==> src/hdl/mst_pkg.sv <==
// package: parameter ids, codes, ranges and timing for motor select and tuning
package mst_pkg;

  // ---------------------------------------------------------------
  // parameter identifiers on the write and read ports
  // ---------------------------------------------------------------
  typedef enum logic [3:0] {
    MST_P_APPLIED  = 4'h0, // applied_motor_code
    MST_P_SECOND   = 4'h1, // second_motor_select
    MST_P_CAPACITY = 4'h2, // motor_capacity_param, 0.1 kW units
    MST_P_EXC      = 4'h3, // excitation_current_param, 0.01 A units
    MST_P_VOLT     = 4'h4, // rated_voltage_param, 1 V units
    MST_P_FREQ     = 4'h5, // rated_frequency_param, 0.01 Hz units
    MST_P_R1       = 4'h6, // stator_resistance_constant, 0.01 ohm units
    MST_P_TUNE     = 4'h7, // tuning_setting_status
    MST_P_THERMAL  = 4'h8  // thermal_overload_current, 0.01 A units
  } mst_param_t;

  typedef enum logic [1:0] {
    MST_T_IDLE  = 2'b00,
    MST_T_BUSY  = 2'b01,
    MST_T_OK    = 2'b10,
    MST_T_ERROR = 2'b11
  } mst_tune_state_t;

  // ---------------------------------------------------------------
  // codes and ranges
  // ---------------------------------------------------------------
  localparam logic [15:0] MST_NONE = 16'h270F;          // 9999
  localparam logic [15:0] MST_MOTOR_STD = 16'h0000;
  localparam logic [15:0] MST_MOTOR_CT = 16'h0001;
  localparam logic [15:0] MST_MOTOR_STD_T = 16'h0003;
  localparam logic [15:0] MST_MOTOR_CT_T = 16'h000D;
  localparam logic [15:0] MST_MOTOR_SMALL_T = 16'h0017;
  localparam logic [15:0] MST_MOTOR_HE = 16'h0028;
  localparam logic [15:0] MST_MOTOR_HE_T = 16'h002B;
  localparam logic [15:0] MST_MOTOR_CT2 = 16'h0032;
  localparam logic [15:0] MST_MOTOR_CT2_T = 16'h0035;
  localparam logic [15:0] MST_TUNE_OFF = 16'h0000;      // 0
  localparam logic [15:0] MST_TUNE_R1 = 16'h000B;       // 11
  localparam logic [15:0] MST_TUNE_VF = 16'h0015;       // 21
  localparam logic [15:0] MST_CAP_MIN = 16'h0001;       // 0.1 kW
  localparam logic [15:0] MST_CAP_MAX = 16'h004B;       // 7.5 kW
  localparam logic [15:0] MST_EXC_MAX = 16'hC350;       // 500 A
  localparam logic [15:0] MST_VOLT_MAX = 16'h03E8;      // 1000 V
  localparam logic [15:0] MST_FREQ_MIN = 16'h03E8;      // 10 Hz
  localparam logic [15:0] MST_FREQ_MAX = 16'h2EE0;      // 120 Hz
  localparam logic [15:0] MST_R1_MAX = 16'h1388;        // 50 ohm
  localparam logic [15:0] MST_TUNE_FMAX = 16'h2EE0;     // 120 Hz limit

  // ---------------------------------------------------------------
  // reset values
  // ---------------------------------------------------------------
  localparam logic [15:0] MST_RST_APPLIED = 16'h0000;
  localparam logic [15:0] MST_RST_VOLT = 16'h0190;      // 400 V
  localparam logic [15:0] MST_RST_FREQ = 16'h1388;      // 50 Hz
  localparam logic [15:0] MST_EXT_SHOWN = 16'h0000;     // edit allowed

  // ---------------------------------------------------------------
  // timing
  // ---------------------------------------------------------------
  localparam int unsigned MST_CLK_HZ = 50000000;
  localparam int unsigned MST_TUNE_TIME_S = 9;          // approx 9 s run
  localparam int unsigned MST_TUNE_CYCLES = MST_TUNE_TIME_S * MST_CLK_HZ;

  // ---------------------------------------------------------------
  // decoding functions
  // ---------------------------------------------------------------
  // accepted applied motor codes
  function automatic logic mst_motor_ok(input logic [15:0] v);
    mst_motor_ok = (v == MST_MOTOR_STD) || (v == MST_MOTOR_CT) ||
      (v == MST_MOTOR_STD_T) || (v == MST_MOTOR_CT_T) ||
      (v == MST_MOTOR_SMALL_T) || (v == MST_MOTOR_HE) ||
      (v == MST_MOTOR_HE_T) || (v == MST_MOTOR_CT2) ||
      (v == MST_MOTOR_CT2_T);
  endfunction : mst_motor_ok

  // value is within range, or the 9999 code where allowed
  function automatic logic mst_in_range(input logic [15:0] v,
                                        input logic [15:0] lo,
                                        input logic [15:0] hi,
                                        input logic none_ok);
    mst_in_range = ((v >= lo) && (v <= hi)) || (none_ok && (v == MST_NONE));
  endfunction : mst_in_range

endpackage : mst_pkg

==> src/hdl/mst_motor_select.sv <==
// motor selection, parameter store and offline tuning gate
module mst_motor_select #(
  parameter int unsigned TUNE_CYCLES = mst_pkg::MST_TUNE_CYCLES,
  parameter logic [15:0] THERMAL_RESET = 16'h0FA0 // rated drive current
) (
  // clock and reset
  input wire logic clock_i,
  input wire logic resetn_i,
  // terminal inputs (asynchronous pins)
  input wire logic second_function_select_input_i,
  input wire logic vf_control_switch_input_i,
  input wire logic run_cmd_i,
  // parameter write and read
  input wire logic [15:0] extended_display_select_i,
  input wire logic wr_valid_i,
  input wire mst_pkg::mst_param_t wr_sel_i,
  input wire logic [15:0] wr_data_i,
  input wire mst_pkg::mst_param_t rd_sel_i,
  output logic [15:0] rd_data_o,
  output logic wr_ok_o,
  output logic wr_err_o,
  // measurement results
  input wire logic [15:0] meas_exc_i,
  input wire logic [15:0] meas_r1_i,
  // frequency path
  input wire logic [15:0] freq_cmd_i,
  output logic [15:0] freq_out_o,
  // motor selection
  output logic second_active_o,
  output logic second_set_o,
  output logic [15:0] thermal_code_o,
  output logic [15:0] motor_const_code_o,
  output logic std_exc_o,
  output logic std_r1_o,
  // tuning status
  output logic tune_enable_o,
  output mst_pkg::mst_tune_state_t tune_state_o
);
  import mst_pkg::*;

  // elaboration check: the run timer cannot serve fewer than two cycles
  if (TUNE_CYCLES < 2) begin : g_cycles_check
    $error("mst_motor_select: TUNE_CYCLES must be at least 2");
  end

  // ---------------------------------------------------------------
  // pin synchronisers: three stages, change when stages 2 and 3 agree
  // ---------------------------------------------------------------
  logic [2:0] rt_s_q;
  logic [2:0] vf_s_q;
  logic [2:0] run_s_q;
  logic rt_q;
  logic vf_q;
  logic run_q;

  always_ff @(posedge clock_i or negedge resetn_i) begin
    if (!resetn_i) begin
      rt_s_q <= 3'h0;
      vf_s_q <= 3'h0;
      run_s_q <= 3'h0;
    end else begin
      rt_s_q <= {rt_s_q[1:0], second_function_select_input_i};
      vf_s_q <= {vf_s_q[1:0], vf_control_switch_input_i};
      run_s_q <= {run_s_q[1:0], run_cmd_i};
    end
  end

  // filtered levels
  always_ff @(posedge clock_i or negedge resetn_i) begin
    if (!resetn_i) begin
      rt_q <= 1'b0;
      vf_q <= 1'b0;
      run_q <= 1'b0;
    end else begin
      if (rt_s_q[1] == rt_s_q[2]) rt_q <= rt_s_q[2];
      if (vf_s_q[1] == vf_s_q[2]) vf_q <= vf_s_q[2];
      if (run_s_q[1] == run_s_q[2]) run_q <= run_s_q[2];
    end
  end

  // ---------------------------------------------------------------
  // parameter store
  // ---------------------------------------------------------------
  logic [15:0] applied_q;
  logic [15:0] second_q;
  logic [15:0] capacity_q;
  logic [15:0] exc_q;
  logic [15:0] volt_q;
  logic [15:0] freq_q;
  logic [15:0] r1_q;
  logic [15:0] tune_q;
  logic [15:0] thermal_q;
  logic val_ok;
  logic busy;
  logic done;

  mst_param_check u_check (
    .sel_i(wr_sel_i),
    .data_i(wr_data_i),
    .ok_o(val_ok)
  );

  // write accepted only when shown, in range and no run is in progress
  wire logic edit_open = (extended_display_select_i == MST_EXT_SHOWN);
  wire logic wr_take = wr_valid_i && edit_open && val_ok && !busy;
  wire logic wr_drop = wr_valid_i && !wr_take;
  // stationary mode stores resistance only, restart mode stores both
  wire logic store_r1 = done;
  wire logic store_exc = done && (tune_q == MST_TUNE_VF);

  // stored parameters; a tuning result beats a write in the same cycle
  always_ff @(posedge clock_i or negedge resetn_i) begin
    if (!resetn_i) begin
      applied_q <= MST_RST_APPLIED;
      second_q <= MST_NONE;
      capacity_q <= MST_NONE;
      exc_q <= MST_NONE;
      volt_q <= MST_RST_VOLT;
      freq_q <= MST_RST_FREQ;
      r1_q <= MST_NONE;
      tune_q <= MST_TUNE_OFF;
      thermal_q <= 16'h0000;
    end else begin
      if (wr_take && wr_sel_i == MST_P_APPLIED) applied_q <= wr_data_i;
      if (wr_take && wr_sel_i == MST_P_SECOND) second_q <= wr_data_i;
      if (wr_take && wr_sel_i == MST_P_CAPACITY) capacity_q <= wr_data_i;
      if (wr_take && wr_sel_i == MST_P_VOLT) volt_q <= wr_data_i;
      if (wr_take && wr_sel_i == MST_P_FREQ) freq_q <= wr_data_i;
      if (wr_take && wr_sel_i == MST_P_TUNE) tune_q <= wr_data_i;
      if (wr_take && wr_sel_i == MST_P_THERMAL) thermal_q <= wr_data_i;
      if (store_exc) begin
        exc_q <= meas_exc_i;
      end else if (wr_take && wr_sel_i == MST_P_EXC) begin
        exc_q <= wr_data_i;
      end
      if (store_r1) begin
        r1_q <= meas_r1_i;
      end else if (wr_take && wr_sel_i == MST_P_R1) begin
        r1_q <= wr_data_i;
      end
    end
  end

  // thermal current takes the drive rating once, after reset release
  logic thermal_init_q;
  logic [15:0] thermal_eff;

  always_ff @(posedge clock_i or negedge resetn_i) begin
    if (!resetn_i) begin
      thermal_init_q <= 1'b0;
    end else if (wr_take && wr_sel_i == MST_P_THERMAL) begin
      thermal_init_q <= 1'b1;
    end
  end

  assign thermal_eff = thermal_init_q ? thermal_q : THERMAL_RESET;

  // ---------------------------------------------------------------
  // read port
  // ---------------------------------------------------------------
  logic [15:0] rd_mux;

  // read selection, also used for copying to another unit
  always_comb begin
    unique case (rd_sel_i)
      MST_P_APPLIED: rd_mux = applied_q;
      MST_P_SECOND: rd_mux = second_q;
      MST_P_CAPACITY: rd_mux = capacity_q;
      MST_P_EXC: rd_mux = exc_q;
      MST_P_VOLT: rd_mux = volt_q;
      MST_P_FREQ: rd_mux = freq_q;
      MST_P_R1: rd_mux = r1_q;
      MST_P_TUNE: rd_mux = tune_q;
      MST_P_THERMAL: rd_mux = thermal_eff;
      default: rd_mux = 16'h0000;
    endcase
  end

  // ---------------------------------------------------------------
  // motor selection
  // ---------------------------------------------------------------
  wire logic second_valid = (second_q != MST_NONE);
  wire logic second_on = second_valid && rt_q;
  wire logic flux_vector = (capacity_q != MST_NONE);

  // ---------------------------------------------------------------
  // tuning gate and run control
  // ---------------------------------------------------------------
  wire logic tune_armed = (tune_q == MST_TUNE_R1) || (tune_q == MST_TUNE_VF);
  wire logic tune_ok = flux_vector || vf_q;
  // shaft load is not checked, so a loaded motor still tunes
  wire logic tune_go = tune_armed && tune_ok;
  logic run_d1_q;
  logic rt_d1_q;
  wire logic run_rise = run_q && !run_d1_q;
  wire logic start = run_rise && tune_go && !busy;
  // run off or a second function toggle spoils the measurement
  wire logic abort = busy && (!run_q || (rt_q != rt_d1_q));

  mst_tune_timer #(
    .CYCLES(TUNE_CYCLES)
  ) u_timer (
    .clock_i(clock_i),
    .resetn_i(resetn_i),
    .start_i(start),
    .abort_i(abort),
    .busy_o(busy),
    .done_o(done)
  );

  // tuning outcome state
  mst_tune_state_t state_q;
  mst_tune_state_t state_d;

  // busy waits for abort or done; any other state waits for a start
  always_comb begin
    state_d = state_q;
    unique case (state_q)
      MST_T_BUSY: begin
        if (abort) begin
          state_d = MST_T_ERROR;
        end else if (done) begin
          state_d = MST_T_OK;
        end
      end
      MST_T_IDLE, MST_T_OK, MST_T_ERROR: begin
        if (start) begin
          state_d = MST_T_BUSY;
        end
      end
    endcase
  end

  // edge history and state
  always_ff @(posedge clock_i or negedge resetn_i) begin
    if (!resetn_i) begin
      run_d1_q <= 1'b0;
      rt_d1_q <= 1'b0;
      state_q <= MST_T_IDLE;
    end else begin
      run_d1_q <= run_q;
      rt_d1_q <= rt_q;
      state_q <= state_d;
    end
  end

  // ---------------------------------------------------------------
  // registered outputs
  // ---------------------------------------------------------------
  wire logic [15:0] freq_lim = (freq_cmd_i > MST_TUNE_FMAX) ?
                               MST_TUNE_FMAX : freq_cmd_i;

  always_ff @(posedge clock_i or negedge resetn_i) begin
    if (!resetn_i) begin
      rd_data_o <= 16'h0000;
      wr_ok_o <= 1'b0;
      wr_err_o <= 1'b0;
      freq_out_o <= 16'h0000;
      second_active_o <= 1'b0;
      second_set_o <= 1'b0;
      thermal_code_o <= MST_RST_APPLIED;
      motor_const_code_o <= MST_RST_APPLIED;
      std_exc_o <= 1'b1;
      std_r1_o <= 1'b1;
      tune_enable_o <= 1'b0;
    end else begin
      rd_data_o <= rd_mux;
      wr_ok_o <= wr_take;
      wr_err_o <= wr_drop;
      freq_out_o <= busy ? freq_lim : freq_cmd_i;
      second_active_o <= second_on;
      second_set_o <= rt_q;
      thermal_code_o <= second_on ? second_q : applied_q;
      motor_const_code_o <= second_on ? second_q : applied_q;
      std_exc_o <= (exc_q == MST_NONE);
      std_r1_o <= (r1_q == MST_NONE);
      tune_enable_o <= tune_go;
    end
  end

  assign tune_state_o = state_q;

endmodule : mst_motor_select

==> src/hdl/mst_param_check.sv <==
// range check of a parameter write value
module mst_param_check (
  // candidate write
  input wire mst_pkg::mst_param_t sel_i,
  input wire logic [15:0] data_i,
  // verdict
  output logic ok_o
);
  import mst_pkg::*;

  // ---------------------------------------------------------------
  // per-parameter setting range
  // ---------------------------------------------------------------
  // one verdict per parameter, selected below
  wire logic ok_applied = mst_motor_ok(data_i);
  wire logic ok_second = (data_i == MST_MOTOR_STD) ||
                         (data_i == MST_MOTOR_CT) || (data_i == MST_NONE);
  wire logic ok_cap = mst_in_range(data_i, MST_CAP_MIN, MST_CAP_MAX, 1'b1);
  wire logic ok_exc = mst_in_range(data_i, 16'h0000, MST_EXC_MAX, 1'b1);
  wire logic ok_volt = mst_in_range(data_i, 16'h0000, MST_VOLT_MAX, 1'b0);
  wire logic ok_freq = mst_in_range(data_i, MST_FREQ_MIN, MST_FREQ_MAX, 1'b0);
  wire logic ok_r1 = mst_in_range(data_i, 16'h0000, MST_R1_MAX, 1'b1);
  wire logic ok_tune = (data_i == MST_TUNE_OFF) || (data_i == MST_TUNE_R1) ||
                       (data_i == MST_TUNE_VF);

  // selection of the verdict; unknown ids are refused
  always_comb begin
    unique case (sel_i)
      MST_P_APPLIED: ok_o = ok_applied;
      MST_P_SECOND: ok_o = ok_second;
      MST_P_CAPACITY: ok_o = ok_cap;
      MST_P_EXC: ok_o = ok_exc;
      MST_P_VOLT: ok_o = ok_volt;
      MST_P_FREQ: ok_o = ok_freq;
      MST_P_R1: ok_o = ok_r1;
      MST_P_TUNE: ok_o = ok_tune;
      MST_P_THERMAL: ok_o = 1'b1;
      default: ok_o = 1'b0;
    endcase
  end

endmodule : mst_param_check

==> src/hdl/mst_tune_timer.sv <==
// run timer of a stationary tuning measurement
module mst_tune_timer #(
  parameter int unsigned CYCLES = mst_pkg::MST_TUNE_CYCLES
) (
  // clock and reset
  input wire logic clock_i,
  input wire logic resetn_i,
  // control
  input wire logic start_i,
  input wire logic abort_i,
  // status
  output logic busy_o,
  output logic done_o
);
  import mst_pkg::*;

  localparam int W = $clog2(CYCLES + 1);

  // elaboration check: a run needs at least two counted cycles
  if (CYCLES < 2) begin : g_cycles_check
    $error("mst_tune_timer: CYCLES must be at least 2");
  end

  logic [W-1:0] cnt_q;
  logic [W-1:0] cnt_d;
  logic busy_q;
  logic busy_d;
  logic done_q;
  logic done_d;

  // ---------------------------------------------------------------
  // count down from start; abort ends the run without done
  // ---------------------------------------------------------------
  wire logic last = busy_q && (cnt_q == W'(1));

  always_comb begin
    cnt_d = cnt_q;
    busy_d = busy_q;
    done_d = 1'b0;
    if (abort_i) begin
      busy_d = 1'b0;
    end else if (start_i && !busy_q) begin
      busy_d = 1'b1;
      cnt_d = W'(CYCLES);
    end else if (last) begin
      busy_d = 1'b0;
      done_d = 1'b1;
    end else if (busy_q) begin
      cnt_d = cnt_q - W'(1);
    end
  end

  // timer state
  always_ff @(posedge clock_i or negedge resetn_i) begin
    if (!resetn_i) begin
      cnt_q <= '0;
      busy_q <= 1'b0;
      done_q <= 1'b0;
    end else begin
      cnt_q <= cnt_d;
      busy_q <= busy_d;
      done_q <= done_d;
    end
  end

  assign busy_o = busy_q;
  assign done_o = done_q;

endmodule : mst_tune_timer
==> config.mk <==
export PLATFORM = sky130hd
export DESIGN_NAME = mst_motor_select
export DESIGN_NICKNAME = d
export VERILOG_FILES = /design/src/hdl/mst_pkg.sv /design/src/hdl/mst_motor_select.sv /design/src/hdl/mst_param_check.sv /design/src/hdl/mst_tune_timer.sv
export SDC_FILE = /design/constraint.sdc
export NUM_CORES = 1
export LEC_CHECK = 0
export ABC_AREA = 0
export BUFFER_PORTS_ARGS = -buffer_cell sky130_fd_sc_hd__buf_2
export CORE_ASPECT_RATIO = 0.5
export CORE_MARGIN = 1.5
export CORE_UTILIZATION = 52
export CTS_CLUSTER_DIAMETER = 60
export CTS_CLUSTER_SIZE = 8
export DETAILED_ROUTE_END_ITERATION = 7
export PLACE_DENSITY = 0.84
export SLEW_MARGIN = 20
export SYNTH_ARGS = -nofsm -noshare
export SYNTH_HDL_FRONTEND = slang
export SYNTH_SLANG_ARGS = --single-unit
==> constraint.sdc <==
create_clock -name clock_i -period 2.9 [get_ports clock_i]
set_input_delay 0.435 -clock clock_i [delete_from_list [all_inputs] [get_ports clock_i]]
set_output_delay 0.435 -clock clock_i [all_outputs]
set_load 0.005 [all_outputs]
### Yosys cells after proc, flatten, opt, wreduce, memory -nomap -nowiden

Index checks and enable logic that the tools add are counted.

| operators by class | value |
|---|---|
| magnitude comparators | 9 |
| muxes and demuxes | 23 |
| bitwise logic cells | 1 |
| add/sub/neg operators | 1 |
| reduce and logical (&&, ||, !) cells | 60 |
| eq/ne operators | 44 |

Operators by type and width:

| operator | count |
|---|---|
| $pmux W16 S9 | 1 |
| $mux W16 | 8 |
| $mux W29 | 3 |
| $eq A16 B6 Y1 const B | 4 |
| $eq A16 B14 Y1 const B | 3 |
| $eq A16 B4 Y1 const B | 3 |
| $eq A16 B5 Y1 const B | 3 |
| $eq A4 B3 Y1 const B | 8 |
| $ge A16 B1 Y1 const B | 2 |
| $logic_not A16 Y1 | 2 |
| $ne A16 B14 Y1 const B | 2 |
| $eq A29 B1 Y1 const B | 1 |
| $sub A29 B1 Y29 const B | 1 |
| $logic_and A1 B1 Y1 | 27 |
| $logic_or A1 B1 Y1 | 17 |
| $eq A16 B1 Y1 const B | 1 |
| $eq A16 B2 Y1 const B | 1 |
| $eq A4 B2 Y1 const B | 4 |
| $ge A16 B10 Y1 const B | 1 |
| $gt A16 B14 Y1 const B | 1 |
| $le A16 B10 Y1 const B | 1 |
| $le A16 B13 Y1 const B | 1 |
| $le A16 B14 Y1 const B | 1 |
| $le A16 B16 Y1 const B | 1 |
| other kinds (23) | 41 |

| storage, ports and cells | value |
|---|---|
| bits in registers | 246 |
| output and inout bits | 73 |
| word-level logic and storage cells | 169 |
| bits of input ports | 94 |

### Depth between registers and ports, before layout

Gate-level depths: netlist (run 1).

| logic depth | value |
|---|---|
| depth after elaboration | 15 |
| gate-level depth with buffers | 11 |
| mapped depth without buffers | 7 |

### Hierarchy

From an unflattened synthesis (run 1), not the netlist that was laid out.

| unflattened totals | value |
|---|---|
| cells, all modules | 1072 |
| area, all modules | 12450.7 um^2 |

By module, submodules not included:

| module | times used | cells an instance | area each (um^2) | sequential area each (um^2) |
|---|---|---|---|---|
| mst_motor_select | 1 | 812 | 10217.3 | 5432.7 |
| mst_tune_timer | 1 | 173 | 1700.4 | 775.7 |
| mst_param_check | 1 | 87 | 533.0 | 0.0 |

### Least setup slack after synthesis (run 1)

Ideal clock, no wire load.

| timing path | value |
|---|---|
| kind | reg-to-reg |
| from | register u_timer.cnt_q[3] |
| to | register u_timer.cnt_q[23] |
| period minus slack after synthesis | 2.794 ns |
| data required time | 2.766 ns |
| setup time | 0.134 ns |
| setup slack | 0.106 ns |
| arrival time | 2.660 ns |
| stages on the path, launching flop included | 11 |
| path buffers | 3 |
| path through | dfrtp_1 -> or4_4 -> nand4bb_4 -> or3_1 -> buf_2 -> o41a_1 -> buf_6 -> buf_6 -> o2111ai_1 -> xnor2_1 -> nand2_1 |

| between the ends | value |
|---|---|
| word-level cells in the longest chain between the ends | 4 |
| elaborated cells between the ends (all ways) | 8 |
| those cells by class | add/sub (1); eq/ne (2); mux (3); reduce/logical (2) |

Ends and longest elaborated chain:

| element | RTL line | text |
|---|---|---|
| from (decl) | mst_tune_timer.sv:24 | `logic [W-1:0] cnt_q;` |
| from (signal assigned) | mst_tune_timer.sv:60 | `cnt_q <= cnt_d;` |
| $sub A29 B1 Y29 or $eq A29 B1 Y1 (tied branches) | mst_tune_timer.sv:49, mst_tune_timer.sv:34 |  |
| $mux W29 or $logic_and A1 B1 Y1 (tied branches) | mst_tune_timer.sv:48, mst_tune_timer.sv:34 |  |
| $mux W29 or $ne A2 B2 Y1 (tied branches) | - |  |
| $mux W29 or $reduce_and A3 Y1 (tied branches) | - |  |

Several ways; a longest one is shown, not always the timed one. The select of a mux whose other input is x is not followed.
A chain may end at the register's enable or synchronous reset.

### Worst setup path in the final report (run 1)

| timing path | value |
|---|---|
| from | register u_timer.cnt_q[5] |
| to | register u_timer.cnt_q[17] |

Same word-level chain as after synthesis.

==> results of run 1 <==
[worst paths after layout]
kind,from,slack (ns),to
setup / recovery,u_timer.cnt_q[5],0.09,u_timer.cnt_q[17]
hold / removal,second_function_select_input_i,0.02,rt_s_q[0]
setup reg to reg,u_timer.cnt_q[5],0.09,u_timer.cnt_q[17]
hold reg to reg,run_s_q[0],0.36,run_s_q[1]
max in group asynchronous,resetn_i,1.53,capacity_q[10]
min in group asynchronous,resetn_i,0.54,r1_q[15]
[layer usage]
metal	part of all wire (%)	GRT usage, %	routed length (um)
met5	0	0	0
met4	3.0	10.9	990
met3	11	9.13	3590
met2	46	46.0	15100
met1	40	38.9	13000
[kinds of logic after synthesis]
group | count (synthesis) | share of synthesized area (%)
AO/OA/AOI/OAI | 222 | 13.6
XOR/XNOR | 25 | 1.93
adder cells (fa/ha/maj) | 5 | 0.484
buffers and inverters | 101 | 4.11
flip-flops | 246 | 54.6
multiplexers | 78 | 7.71
AND/OR/NAND/NOR | 362 | 17.6
[state kept, by name (all words and copies together) (netlist names), 2 cells and up]
signal,count
rt_s_q,3
exc_q,16
u_timer.cnt_q,29
freq_out_o,16
motor_const_code_o,16
vf_s_q,3
freq_q,16
tune_q,16
thermal_q,16
tune_state_o,2
run_s_q,3
applied_q,16
capacity_q,16
second_q,16
volt_q,16
rd_data_o,16
r1_q,16
[Yosys cell counts, types with 13 or more instances]
cell type	n
o21ai_0	54
nor3_1	19
buf_4	17
nand2_1	81
xor2_1	15
clkbuf_1	63
a22oi_1	30
nor2b_1	30
nand4_1	32
nor4_1	18
nand3_1	20
a41oi_1	15
dfrtp_1	204
dfstp_2	42
a22o_1	13
a21oi_1	24
nor2_1	59
mux2_2	76
and2_1	43
a221oi_1	13
a31oi_1	18
[through the flow]
stage	instances	setup WS, ns	hold slack [ns]
floorplan	1039	0.106	0.139
global placement	1476	0.0545	0.333
detailed placement	1476	-0.0155	0.338
CTS	1543	-0.00134	0.00915
global route	1544	-0.00103	0.00489
finish	1544	0.0873	0.0218
[report_power, final]
| group | switching [mW] | leakage, nW | total, mW | internal (mW) |
|---|---|---|---|---|
| registers | 0.0275 | 3.19 | 3.52 | 3.49 |
| clock network | 1.55 | 0.502 | 3.92 | 2.37 |
| logic | 0.292 | 2.91 | 0.447 | 0.155 |
[repair_timing]
item	4_1_cts	5_1_grt
endpoints found under the hold margin	58	0
endpoints found under the setup margin	1	16
resized for setup	1	3
buffers inserted	0	1
pin swaps	0	3
hold buffers	1	0
[layout make-up]
cell class                      count  area, um2
Tap cell                          292        365
Clock buffer                       63       1010
Clock inverter                      3       47.5
Timing Repair Buffer              238       1490
Inverter                           10       37.5
Sequential cell                   246       6210
Multi-Input combinational cell    692       4720
Fill cell                        1553       7090
==> key figures, run 1 <==
Route
  • DRC: 0
  • Vias: ~9,600
  • Average wire per standard cell: 21.2 um
  • Drt pass-1 iters: 5
  • Via-to-Cell Ratio: 6.19
  • Final wirelength: 32,800 um
  • DRT antenna net count: 0
  • DRT iter0 DRCs: 1,023

Clock tree
  • Clock slew at reported path FFs: about 0.060 ns
  • CTS sink cnt: roughly 250
  • CTS buffer count: 36
  • CTS tree: yes
  • CTS Buffer Depth: 3
  • Root Buffer: clkbuf_16
  • Worst skew pair latency: 0.53 ns
  • H-Tree Depth: 2

Outcome
  • Status: finished clean

Logic synthesis
  • Synth Cell Area: 0.0114 mm2
  • Ys Warns: 0
  • Syn Nets: 1,135
  • Top FF cell, synth: dfrtp_1
  • Synth area leaders: dfrtp_1 (45%), dfstp_2 (9.7%), mux2_2 (7.5%)
  • Register area share after synthesis: 54.6%
  • Yosys cell types: 66
  • Number of flops mapped to enable cells by yosys: 0
  • Cell type with the largest total area after synthesis: dfrtp_1
  • Mean Syn Cell Area: 10.9 um2
  • FFs w/ async S/R, synth: 100%
  • Yosys reg bits: 246
  • Gate count of the mapped netlist: 1,039
  • Yosys top cell area share: 44.9%

Floorplan
  • Die Y-Extent: between 100 and 150 um
  • Num rows: 37
  • Io pins: about 170
  • Placeable Area: 0.0210 mm2
  • Die X: 212 um
  • Die area: roughly 0.023 mm2
  • Initial core utilization: 54.2%

Global route
  • Initial antenna violation count: 0
  • Total track usage: 29.5%
  • Vias in the first global route: 9,415
  • Gr ovfl total: 0
  • First-pass GRT wire length: ~52,000 um
  • Largest net degree at the start of global routing: 92

Hold path
  • Worst Hold Class: input pin to flop
  • WHS Path Cells: 1

Timing
  • Fin. Hold Viols: 0
  • Final slew viol count: 0
  • Fmax: about 360 MHz
  • Slew HR: around 49%
  • Setup TNS: 0 ns
  • Fin crit share: a little over nine tenths
  • Tmin final: 2.81 ns
  • Final setup viols: 0
  • Layout Skew: between 0.02 and 0.025 ns
  • Slew of the pin with the lowest slew margin: ~0.76 ns

Placed design
  • Cell Area, Placed: ~0.013 mm2
  • Final Wtd Congestion: 0.932
  • DP HPWL: 22,900 um
  • IO Port Bufs: between 150 and 200

Setup path
  • Worst reg-to-reg path cell count: 8
  • Number of buffers and inverters on the critical path: 1
  • WP data arrival: around 3.2 ns
  • Worst Path Class, Setup: flop to flop
  • Crit path launch type: flop
  • Delay-heaviest family, CP: simple AND/OR/NAND/NOR gates
  • Kind of end point of the critical path: flop
  • CP max stage cell: or4_4
  • Worst path depth: 8
  • Critical path, cell by cell: or4_4, nand4bb_4, or3_4, o41a_1, buf_6, o211ai_1, xor2_1, nand2_1
  • CP required: around 3.3 ns
  • CP peak stage delay: about 0.57 ns
  • CP Max Fanout: 18

Final layout
  • Fraction of layout instances using a drive strength above 1: 33.3%
  • Area added between synthesis and finish: 22.1%
  • Utilization after layout: about two thirds
  • Nets: 1,320
  • Most common cell after layout, fill and taps aside: dfrtp_1
  • Final Cell Area: 0.0139 mm2
  • Most frequent cells in the layout: dfrtp_1 (204), buf_2 (165), nand2_1 (81), mux2_2 (76), buf_4 (62)
  • Antenna Cells: 0

Power and ir drop
  • Power Dens Cells: 568 mW/mm2
  • Max IR drop VDD: 0.371 mV
  • Leakage: 6.60 nW
  • Power Total: just under 8 mW

Run
  • Max_cap viols: 0
Note: power is estimated with default switching activity, not from simulation.
==> run 2, diff against run 1 <==
REMOVE_ABC_BUFFERS = 1   (was default)
==> run 2 against run 1 <==
Maximum frequency decreased by 1.0%. Global-route usage is 2.7 points higher. Critical path type unchanged. Combinational power increased by 4.7%. Critical endpoint is now u_timer.cnt_q[27]. Largest cell class unchanged. Sequential share of layout area decreased by 0.53 points. Clock power decreased by 2%. First-iteration DRC count increased by 12%. Non-clock buffer count up 15. Die area unchanged. Utilization grew 0.80 points. Cell count up 0.65%. Clock skew increased by 0.0081 ns. Worst setup slack lost 0.029 ns.
==> key figures, run 2 (synthesis gave the netlist of run 1 again) <==
Floorplan
  • Num rows: 37
  • Die X: 212 um
  • Placeable Area: 0.0210 mm2
  • Die Y-Extent: ~110 um
  • Die area: 0.0228 mm2
  • Io pins: 167
  • Initial core utilization: between 50% and 60%

Timing
  • Fin crit share: 98.0%
  • Fmax: 352 MHz
  • Slew HR: 46.8%
  • Hold WS: 0.0520 ns
  • Final setup viols: 0
  • Tmin final: 2.84 ns
  • Final slew viol count: 0
  • Fin. Hold Viols: 0
  • Layout Skew: 0.0322 ns
  • RSZ-0062 raised after global routing: yes
  • Slew of the pin with the lowest slew margin: 0.792 ns
  • Setup TNS: 0 ns
  • Final worst setup slack: about 0.058 ns

Run
  • Max_cap viols: 0

Clock tree
  • Root Buffer: clkbuf_16
  • CTS buffer count: 36
  • CTS Buffer Depth: 3
  • Worst skew pair latency: 0.51 ns
  • CTS sink cnt: 246
  • H-Tree Depth: 2
  • Clock slew at reported path FFs: 0.05 ns
  • CTS tree: yes

Route
  • Vias: 9,863
  • DRT iter0 DRCs: around 1,100
  • Final wirelength: 36,000 um
  • Average wire per standard cell: 23.2 um
  • Drt pass-1 iters: 6
  • DRT antenna net count: 0
  • Via-to-Cell Ratio: 6.35
  • DRC: 0

Setup path
  • WP data arrival: 3.21 ns
  • Worst Path Class, Setup: flop to flop
  • Kind of end point of the critical path: flop
  • Worst reg2reg setup slack: 0.06 ns
  • CP required: between 3 and 4 ns
  • Crit path launch type: flop
  • CP Max Fanout: 13
  • FF-to-FF Start: tune_q[9]
  • Worst r2r dst: u_timer.cnt_q[27]
  • Worst reg-to-reg path cell count: 8

Power and ir drop
  • Switching pwr: 1.82 mW
  • Leakage: 6.69 nW
  • Power Dens Cells: 559 mW/mm2
  • Sw frac: a little under a quarter
  • Sequential share of power: 44.8%
  • Comb pwr share: 6.0%
  • Power Total: 7.85 mW
  • Max IR drop VDD: 0.384 mV
  • Internal: 6.03 mW
  • Clock power share: between 40 and 50%

Final layout
  • Antenna Cells: 0
  • Final Cell Area: 0.0140 mm2
  • Area of the multi-input gates: 0.00477 mm2
  • Area added between synthesis and finish: 23.6%
  • Biggest register: u_timer.cnt_q
  • Most common cell after layout, fill and taps aside: dfrtp_1
  • Most frequent cells in the layout: dfrtp_1 (204), buf_2 (165), nand2_1 (80), mux2_2 (76), buf_4 (74)
  • Max reg flops: 29
  • Nets: approximately 1,300
  • Utilization after layout: 67.0%
  • Fraction of layout instances using a drive strength above 1: 34.5%
  • Non-filler cells, final: 1,554
  • Register Area: a little over 0.006 mm2
  • Fillers: 1,476

Placed design
  • IO Port Bufs: around 170
  • Pre-CTS WS: -0.0123 ns
  • Final Wtd Congestion: 0.948
  • Dpl cells: 1,490
  • DP HPWL: 24,900 um
  • Cell Area, Placed: between 0.01 and 0.015 mm2

Global route
  • Total track usage: 32.2%
  • First-pass GRT wire length: 55,900 um
  • Initial antenna violation count: 1
  • Largest net degree at the start of global routing: 91
  • Gr ovfl total: 0
  • Vias in the first global route: 10,000

Hold path
  • WHS Path Cells: 1
  • Worst Hold Class: input pin to flop
  • Hold Startpoint: vf_control_switch_input_i
  • Hold Crit Endpoint: vf_s_q[0]

Outcome
  • Status: finished clean
run 2: changes by cell type in the layout (fill, tap and decap cells not counted), moves of 3 or more:
cell       before  now
clkbuf_1       26   23
a2111oi_0       5    2
buf_4          62   74
buf_12          8   11
a2111oi_1       0    3
run 2: layout make-up:
cell class	instances	share of cell area, %
clock buffers	61	7.31
inverters	10	0.267
multi-input cells	692	34.0
flip-flops and latches	246	44.2
well taps	292	2.60
repair buffers	253	11.7
run 2: what timing repair did:
action / CTS / global route
setup endpoints to repair: 4 / 14
cloned: 0 / 1
gates resized for setup: 4 / 9
hold buffers: 1 / 0
buffers inserted: 0 / 1
endpoints found under the hold margin: 52 / 0
run 2: how the worst max path moves through the flow:
stage	endpoint	depth (start not counted)	start
after floorplan	second_q[0]	6	wr_sel_i[1]
after global placement	applied_q[4]	11	wr_data_i[4]
after detailed placement	freq_q[6]	9	wr_data_i[4]
after CTS	u_timer.cnt_q[27]	8	tune_q[3]
after global routing	u_timer.cnt_q[27]	8	tune_q[5]
final	u_timer.cnt_q[27]	8	tune_q[9]
run 2: worst max-delay path, cell delays in order, from the launching register on:
cell and delay [ns]:
dfrtp_1 0.43, nor4b_1 0.45, o2111ai_1 0.33, a41oi_2 0.37
nand3_1 0.14, buf_4 0.21, a2111oi_1 0.51, xnor2_1 0.20
nand2_1 0.07
run 2: power groups by stage:
stage                     sequential [mW]  combinational (mW)  clock, mW
after floorplan                      3.57               0.112          0
after global placement               3.57               0.443          0
after detailed placement             3.57               0.454          0
after CTS                            3.52               0.460       3.87
after global routing                 3.52               0.504       4.04
final                                3.52               0.468       3.86
run 2: per-layer routing:
layer	routed length, um	part of all wire (%)	vias up	GRT usage, %
met5	13	0.036	-	0
met4	1210	3.4	2	11.7
met3	3590	10	126	8.66
met2	16900	47	587	51.6
met1	14300	40	4935	42.3
li1	-	-	4213	-
